### src/hdl/pwdt_consts.vh
// constants for the programmable watchdog timer
// assumes a 200 MHz clk_in; the tick and blink cycle counts follow from that clock
`ifndef PWDT_CONSTS_VH
`define PWDT_CONSTS_VH
`define PWDT_CLK_HZ 32'h0BEB_C200
`define PWDT_UNIT_SEC 32'h0000_0001
`define PWDT_SEC_PER_MIN 6'h3C
`define PWDT_MIN_LAST_SEC 6'h3B
`define PWDT_TICK_SEC_CYC (`PWDT_CLK_HZ * `PWDT_UNIT_SEC)
`define PWDT_BLINK_CYC (`PWDT_CLK_HZ / 32'h0000_0004)
`define PWDT_RST_PULSE_CYC 8'h10
`define PWDT_RST_PULSE_LAST 5'h0F
`define PWDT_COUNT_LAST 8'h01
`define PWDT_FACTOR_OFF 8'h00
`define PWDT_BASE_SEC 1'b0
`define PWDT_BASE_MIN 1'b1
`endif

### src/hdl/pwdt_top.v
// programmable watchdog timer: factor register, countdown, reset pulse, indicator
// assumes wr_in is a one-cycle strobe from the host decode, synchronous to clk_in
`timescale 1ns/10ps
`include "pwdt_consts.vh"
module pwdt_top #(
  parameter [31:0] SEC_CYC = `PWDT_TICK_SEC_CYC,
  parameter [31:0] BLINK_CYC = `PWDT_BLINK_CYC
) (
  input wire clk_in,
  input wire rst_in,
  input wire wr_in,
  input wire [7:0] factor_in,
  input wire minutes_in,
  output reg sys_reset_out,
  output reg armed_out,
  output reg watchdog_activity_indicator_out,
  output reg [7:0] count_out
);
  // ----------------------------------------
  // state
  // ----------------------------------------
  localparam [1:0] ST_IDLE = 2'b00;
  localparam [1:0] ST_COUNT = 2'b01;
  localparam [1:0] ST_FIRE = 2'b10;

  reg [1:0] state_q;
  reg [1:0] state_d;
  reg [7:0] count_q;
  reg [7:0] count_d;
  reg base_q;
  reg [4:0] pulse_q;
  reg [4:0] pulse_d;
  reg [31:0] blink_q;
  reg [31:0] blink_d;
  reg ind_d;
  reg sys_reset_d;
  reg armed_d;
  wire tick;
  wire presc_run;
  wire write_zero;
  wire write_load;

  // ----------------------------------------
  // helpers
  // ----------------------------------------
  // 00 is the disarm code; any other factor arms or retriggers, except while the reset pulse runs
  function is_off;
    input [7:0] factor;
    begin
      is_off = (factor == `PWDT_FACTOR_OFF);
    end
  endfunction

  // the unit whose tick ends the period
  function last_unit;
    input [7:0] count;
    begin
      last_unit = (count == `PWDT_COUNT_LAST);
    end
  endfunction

  assign write_zero = wr_in && is_off(factor_in);
  assign write_load = wr_in && !is_off(factor_in);
  // idle prescaler outside the countdown, so an arm starts a full unit
  assign presc_run = (state_q == ST_COUNT);

  // ----------------------------------------
  // time base
  // ----------------------------------------
  // prescaler cleared per write
  pwdt_prescaler #(
    .SEC_CYC(SEC_CYC)
  ) u_pwdt_prescaler (
    .clk_in(clk_in),
    .rst_in(rst_in),
    .run_in(presc_run),
    // writes clear it, so every retrigger buys a full unit
    .clear_in(wr_in),
    .minutes_in(base_q),
    .tick_out(tick)
  );

  // ----------------------------------------
  // countdown
  // ----------------------------------------
  always @* begin
    state_d = state_q;
    count_d = count_q;
    case (state_q)
      ST_IDLE: begin
        if (write_load) begin
          state_d = ST_COUNT;
          count_d = factor_in;
        end
      end
      ST_COUNT: begin
        // a disarm beats a reload, and a reload beats a tick
        if (write_zero) begin
          state_d = ST_IDLE;
          count_d = 8'h00;
        end else if (write_load) begin
          count_d = factor_in;
        end else if (tick) begin
          if (last_unit(count_q)) begin
            state_d = ST_FIRE;
            count_d = 8'h00;
          end else begin
            count_d = count_q - 8'h01;
          end
        end
      end
      ST_FIRE: begin
        // pulse runs to full length; the system reset will follow anyway
        if (pulse_q == `PWDT_RST_PULSE_LAST) begin
          state_d = ST_IDLE;
        end
      end
      default: begin
        state_d = ST_IDLE;
        count_d = 8'h00;
      end
    endcase
  end

  always @(posedge clk_in) begin
    if (rst_in) begin
      state_q <= ST_IDLE;
      count_q <= 8'h00;
      base_q <= `PWDT_BASE_SEC;
    end else begin
      state_q <= state_d;
      count_q <= count_d;
      if (wr_in) begin
        base_q <= minutes_in;
      end
    end
  end

  // ----------------------------------------
  // reset pulse
  // ----------------------------------------
  // pulse length counter
  always @* begin
    if (state_q == ST_FIRE) begin
      pulse_d = pulse_q + 5'h01;
    end else begin
      pulse_d = 5'h00;
    end
  end

  always @(posedge clk_in) begin
    if (rst_in) begin
      pulse_q <= 5'h00;
    end else begin
      pulse_q <= pulse_d;
    end
  end

  // ----------------------------------------
  // indicator
  // ----------------------------------------
  // blink while armed
  // phase runs on across retriggers; a disarm or an expiry restarts it
  always @* begin
    blink_d = blink_q;
    ind_d = watchdog_activity_indicator_out;
    if (state_d != ST_COUNT) begin
      blink_d = 32'h0000_0000;
      ind_d = 1'b0;
    end else if (blink_q == BLINK_CYC - 32'h0000_0001) begin
      blink_d = 32'h0000_0000;
      ind_d = ~watchdog_activity_indicator_out;
    end else begin
      blink_d = blink_q + 32'h0000_0001;
    end
  end

  // ----------------------------------------
  // outputs
  // ----------------------------------------
  // outputs look one state ahead so each stands in a flip-flop
  always @* begin
    sys_reset_d = (state_d == ST_FIRE);
    armed_d = (state_d == ST_COUNT);
  end

  always @(posedge clk_in) begin
    if (rst_in) begin
      sys_reset_out <= 1'b0;
      armed_out <= 1'b0;
      count_out <= 8'h00;
      blink_q <= 32'h0000_0000;
      watchdog_activity_indicator_out <= 1'b0;
    end else begin
      sys_reset_out <= sys_reset_d;
      armed_out <= armed_d;
      count_out <= count_d;
      blink_q <= blink_d;
      watchdog_activity_indicator_out <= ind_d;
    end
  end
endmodule // pwdt_top

### src/hdl/pwdt_prescaler.v
// time-base prescaler: one-cycle tick per second or per minute
// assumes clear_in pulses on every write so a period always starts fresh
`timescale 1ns/10ps
`include "pwdt_consts.vh"
module pwdt_prescaler #(
  parameter [31:0] SEC_CYC = `PWDT_TICK_SEC_CYC
) (
  input wire clk_in,
  input wire rst_in,
  input wire run_in,
  input wire clear_in,
  input wire minutes_in,
  output reg tick_out
);
  reg [31:0] cyc_q;
  reg [5:0] sec_q;
  wire sec_end = (cyc_q == SEC_CYC - 32'h0000_0001);
  wire min_end = (sec_q == `PWDT_MIN_LAST_SEC);
  always @(posedge clk_in) begin
    if (rst_in || clear_in || !run_in) begin
      cyc_q <= 32'h0000_0000;
      sec_q <= 6'h00;
      tick_out <= 1'b0;
    end else begin
      tick_out <= 1'b0;
      if (sec_end) begin
        cyc_q <= 32'h0000_0000;
        if (!minutes_in) begin
          tick_out <= 1'b1;
        end else if (min_end) begin
          sec_q <= 6'h00;
          tick_out <= 1'b1;
        end else begin
          sec_q <= sec_q + 6'h01;
        end
      end else begin
        cyc_q <= cyc_q + 32'h0000_0001;
      end
    end
  end
endmodule // pwdt_prescaler

### config.mk
export PLATFORM = sky130hd
export DESIGN_NAME = pwdt_top
export DESIGN_NICKNAME = d
export VERILOG_FILES = /design/src/hdl/pwdt_top.v /design/src/hdl/pwdt_prescaler.v
export VERILOG_INCLUDE_DIRS = /design/src /design/src/hdl
export SDC_FILE = /design/constraint.sdc
export NUM_CORES = 1
export LEC_CHECK = 0
export BUFFER_PORTS_ARGS = -buffer_cell sky130_fd_sc_hd__buf_2
export CORE_MARGIN = 4
export CORE_UTILIZATION = 55
export CTS_BUF_LIST = sky130_fd_sc_hd__clkbuf_2 sky130_fd_sc_hd__clkbuf_4 sky130_fd_sc_hd__clkbuf_8
export DETAILED_ROUTE_END_ITERATION = 7
export HOLD_SLACK_MARGIN = 0.02
export PLACE_DENSITY = 0.87
export SLEW_MARGIN = 20
export SYNTH_ARGS = -nofsm -noshare
export SYNTH_HDL_FRONTEND = slang
export SYNTH_SLANG_ARGS = --single-unit
### constraint.sdc
create_clock -name clk_in -period 2.05 [get_ports clk_in]
set_clock_uncertainty 0.05 [all_clocks]
set_input_delay 0.3075 -clock clk_in [delete_from_list [all_inputs] [get_ports clk_in]]
set_output_delay 0.3075 -clock clk_in [all_outputs]
set_load 0.005 [all_outputs]
# After elaboration in Yosys (flattened, before gate mapping)
# Index checks and enable logic that the tools add are counted.
# totals
out_inout_bits,11
mem_count,0
latchBits,0
regBits,90
mem_bits_rw,0
romBits,0
inputBits,12
elab_cells,62
# classes
bitwise_logic,3
n_eq_ne,12
div,0
n_addsub,5
multipliers,0
order_cmp,0
shift,0
reduce_logical,15
mux,16
# ops
operator,n
$add A32 B1 Y32 const B,2
$mux W8,5
$eq A32 B26 Y1 const B,1
$eq A32 B28 Y1 const B,1
$pmux W8 S3,1
$mux W2,6
$eq A8 B1 Y1 const B,1
$logic_not A8 Y1,1
$reduce_or A2 Y1,4
$sub A8 B1 Y8 const B,1
$add A6 B1 Y6 const B,1
$eq A6 B6 Y1 const B,1
$mux W6,1
$pmux W2 S3,1
$add A5 B1 Y5 const B,1
$eq A5 B4 Y1 const B,1
$eq A2 B1 Y1 const B,2
$eq A2 B2 Y1 const B,2
$ne A4 B4 Y1 const B,1
$not A1 Y1,3
$reduce_and A3 Y1,1
$reduce_or A3 Y1,1
$logic_and A1 B1 Y1,2
$logic_not A1 Y1,2
other kinds (6),8

# Depth between registers and ports, before layout
# depth
ltp_word,8
ltp_mapped,8
mapped_depth_nobuf,7

# Hierarchy
# A second synthesis with hierarchy kept.
# hier_totals
hier_cells,511
hier_area_um2,4350.4
# by_module_without_submodules
module,seq_area_each_um2,n_inst,cells_per_inst,area_each_um2
pwdt_top,1021.0,1,285,2469.9
pwdt_prescaler,780.7,1,226,1880.6

# Least setup slack after synthesis
# OpenSTA, ideal clock, no wires.
# synth_timing
kind,register -> register
start,"register, netlist name count_out[2]"
end,register count_out[6]
period_less_slack_ns,2.046
n_path_buf,1
arrival_time_ns,1.929
path_stages_with_launch,7
slack_ns,0.004
required_time_ns,1.933
setup_ns,0.067
cell_sequence,dfxtp_1 -> or4_4 -> buf_6 -> or4b_1 -> a311oi_1 -> nand2_1 -> a21oi_2
# synth_rtl
element,line_no,rtl
to (signal assigned),pwdt_top.v:197,count_out <= count_d;
to (decl),pwdt_top.v:17,output reg [7:0] count_out

==> flow_summary.toml <==
[run_status]
status = "finished clean"

[routing]
dr_total_vias = 3809
drt_iter0_markers = 234
dr.pass1.iters = 5
drc_errors = 0
wl_mm = 9.51
via_per_inst = 5.79
avgRoutedWirePerCell_um = 14.4
ant_nets = 0

[grt]
grt_pass1_vias = 3630
grt_pass1_wl_mm = 15.7
antenna_found_initial = 0
grt_max_degree = 31
track_usage_pct = 21.5
grt_overflow = 0

[clock_tree]
cts_buffers = 9
cts_num_sinks = 90
cts_hold_buf = 0
clock_path_buffers = 2
htree_levels = 3
insertion_delay_ns = 0.38
clk_pin_slew_ns = 0.10
cts_tree = "done"
root_buffer = "clkbuf_8"

[place]
dpl_cell_area_um2 = 4640
io_buffers = 22
place.gp.congestion = 0.910
dpl.hpwl_mm = 6.48

[timing]
setup_tns_ns = 0
slew_headroom_pct = 57.9
final_hold_viol_count = 0
min_period_ns = 2.03
setup_viol = 0
fin_crit_sh_pct = 98.8
worstMarginPinSlew_ns = 0.627
rsz0062_at_grt = "true"
fmax_mhz = 494
slew_viol_final = 0

[setup_path]
start_kind = "flip-flop"
endpoint_kind = "flip-flop"
r2r_cells = 5
rr_endpoint = "count_out[6]$_SDFFE_PP0P_"
path_max_fanout = 6
rr_startpoint = "count_out[2]$_SDFFE_PP0P_"
critPathArrivalTime_ns = 2.30
r2r_slack_ns = 0.02
required_ns = 2.32
worst-setup-path-type = "flip-flop to flip-flop"

[floorplanning]
io_pins = 23
rows = 31
start_util_pct = 57.5
die_w_um = 95.5
core_um2 = 7330
die_h_um = 95.5
dieArea_um2 = 9120

[final_layout]
n_fill_cell = 569
drive_gt1_share_pct = 15.7
diodes = 0
design_area_um2 = 4890
regArea_um2 = 1800
multi_input_area_um2 = 2350
area_growth_pct = 16.2
nNetsFinal = 573

[synth]
netlist_instances = 501
postSynthAreaPerCell_um2 = 8.41
synth-async-reset-ratio_pct = 0
syn_area_um2 = 4210
synth-seq-cells = 90
synth_nets = 520
synth-warning-count = 0
seq_area_frac_synth_pct = 42.8
synth_cell_types = 47
ys.flop_type = "dfxtp_1"
synth-edff-count = 0

[min_path]
min_to = "base_q$_SDFFE_PP0P_"
worstHoldStart = "minutes_in"
hold_path_depth = 3
hold_path.class = "input port to flip-flop"

[power_and_ir_drop]
ir_worst_vdd_uv = 474
p_leak_nw = 1.70
power_mw = 3.23
p_per_area_nw_per_um2 = 661

[run]
drv_cap = 0
## cells in the final DEF, fill, tap and decap left out, drive strengths merged, types with 9 or more instances in the layout
cell type,count
a21oi,13
buf,55
clkbuf,9
dfxtp,90
inv,13
nand2,42
nand3,34
nand4,23
nor2,98
nor3,15
nor4,17
o21ai,14
xnor2,17
xor2,43
## through the flow
step / util (%) / hold WS [ns] / setup WS [ns] / cells
after floorplan: - / 0.337 / 0.00371 / 501
after global placement: 63.3 / 0.380 / 0.101 / 640
after detailed placement: 63.3 / 0.387 / -0.0169 / 640
after CTS: 66.1 / 0.148 / 0.0183 / 656
after global routing: 66.8 / 0.153 / -0.0757 / 658
final: 66.8 / 0.142 / 0.0245 / 658
## how the worst max path moves through the flow
stage                                              to                             startpoint  slack (ns)  depth (start not counted)
5_1_grt        u_pwdt_prescaler.sec_q[5]$_SDFFE_PP0P_  u_pwdt_prescaler.cyc_q[20]$_SDFF_PP0_       -0.08                          5
6_report                    count_out[6]$_SDFFE_PP0P_              count_out[2]$_SDFFE_PP0P_        0.02                          5
3_3_place_gp                count_out[6]$_SDFFE_PP0P_              count_out[2]$_SDFFE_PP0P_        0.10                          5
3_5_place_dp                count_out[6]$_SDFFE_PP0P_              count_out[2]$_SDFFE_PP0P_       -0.02                          5
2_1_floorplan               count_out[6]$_SDFFE_PP0P_              count_out[2]$_SDFFE_PP0P_       0.004                          6
4_1_cts                     count_out[6]$_SDFFE_PP0P_              count_out[2]$_SDFFE_PP0P_        0.02                          5
## logic make-up (layout without fill, tap and decap cells)
logic type      after synthesis  count (layout)  share of synthesized area (%)
simple gates                271             271                           32.4
xor+xnor                     60              60                           12.5
flops                        90              90                           42.8
mux                           4               4                          0.951
buf+inv                      23              81                           2.35
compound gates               46              46                           6.98
fa+ha+maj                     7               7                           2.08
## flip-flops by register name (all words and copies together), names as in the netlist
name / flops
armed_out: 1
base_q: 1
blink_q: 32
count_out: 8
pulse_q: 5
state_q: 2
sys_reset_out: 1
u_pwdt_prescaler.cyc_q: 32
u_pwdt_prescaler.sec_q: 6
u_pwdt_prescaler.tick_out: 1
watchdog_activity_indicator_out: 1
## what timing repair did
action                                  CTS  global route
resized for setup                         1             8
pin swaps                                 1             2
buffers inserted                          0             2
endpoints found under the setup margin    1            34
## layout make-up
type                            instances  share of cell area (%)
Tap cell                               99                    2.53
Inverter                               10                   0.767
Clock inverter                          7                    1.51
Sequential cell                        90                    36.8
Multi-Input combinational cell        388                    48.0
Timing Repair Buffer                   55                    7.82
Clock buffer                            9                    2.53
## where the power goes
part | total [mW] | internal, mW | switching [mW] | leakage [nW]
registers | 1.79 | 1.77 | 0.0199 | 0.728
clock network | 1.21 | 0.478 | 0.728 | 0.0942
logic | 0.239 | 0.106 | 0.133 | 0.879
## critical path, cell delays in order, from the launching register on
cell,delay [ns]
dfxtp_1,0.32
or4_4,0.59
or4b_4,0.51
a311oi_2,0.24
nand2_1,0.10
a21oi_2,0.15
## layer usage
layer	wire length [um]	vias to the layer above	track usage, %	share of wire, %
li1	-	1856	-	-
met1	4200	1777	25.9	44
met2	4500	144	36.9	47
met3	569	32	5.92	6.0
met4	234	0	7.46	2.5
met5	0	-	0	0
## cells in the mapped netlist (2+ instances only)
cell,instances,area share (%)
nor2_1,98,8.7
dfxtp_1,90,43
xor2_1,43,8.9
nand2_1,42,3.7
nand3_1,34,4.0
nand4_1,23,3.4
xnor2_1,17,3.5
nor3_1,15,1.8
a21oi_1,12,1.4
nor4_1,11,1.6
inv_1,10,0.89
o21ai_1,10,1.2
clkbuf_1,8,0.71
and3_1,7,1.0
ha_1,7,2.1
and2_1,6,0.89
nor4_2,6,1.8
or3_1,6,0.89
a211oi_1,5,0.89
or4_1,5,0.89
and4_1,4,0.83
buf_2,4,0.48
mux2i_1,4,0.95
o21ai_0,4,0.48
nor3b_1,3,0.53
a31oi_1,2,0.30
nand2b_1,2,0.30
nor2b_1,2,0.30
o32ai_1,2,0.42
or4b_1,2,0.48
Power figures use the tool's default switching activity.
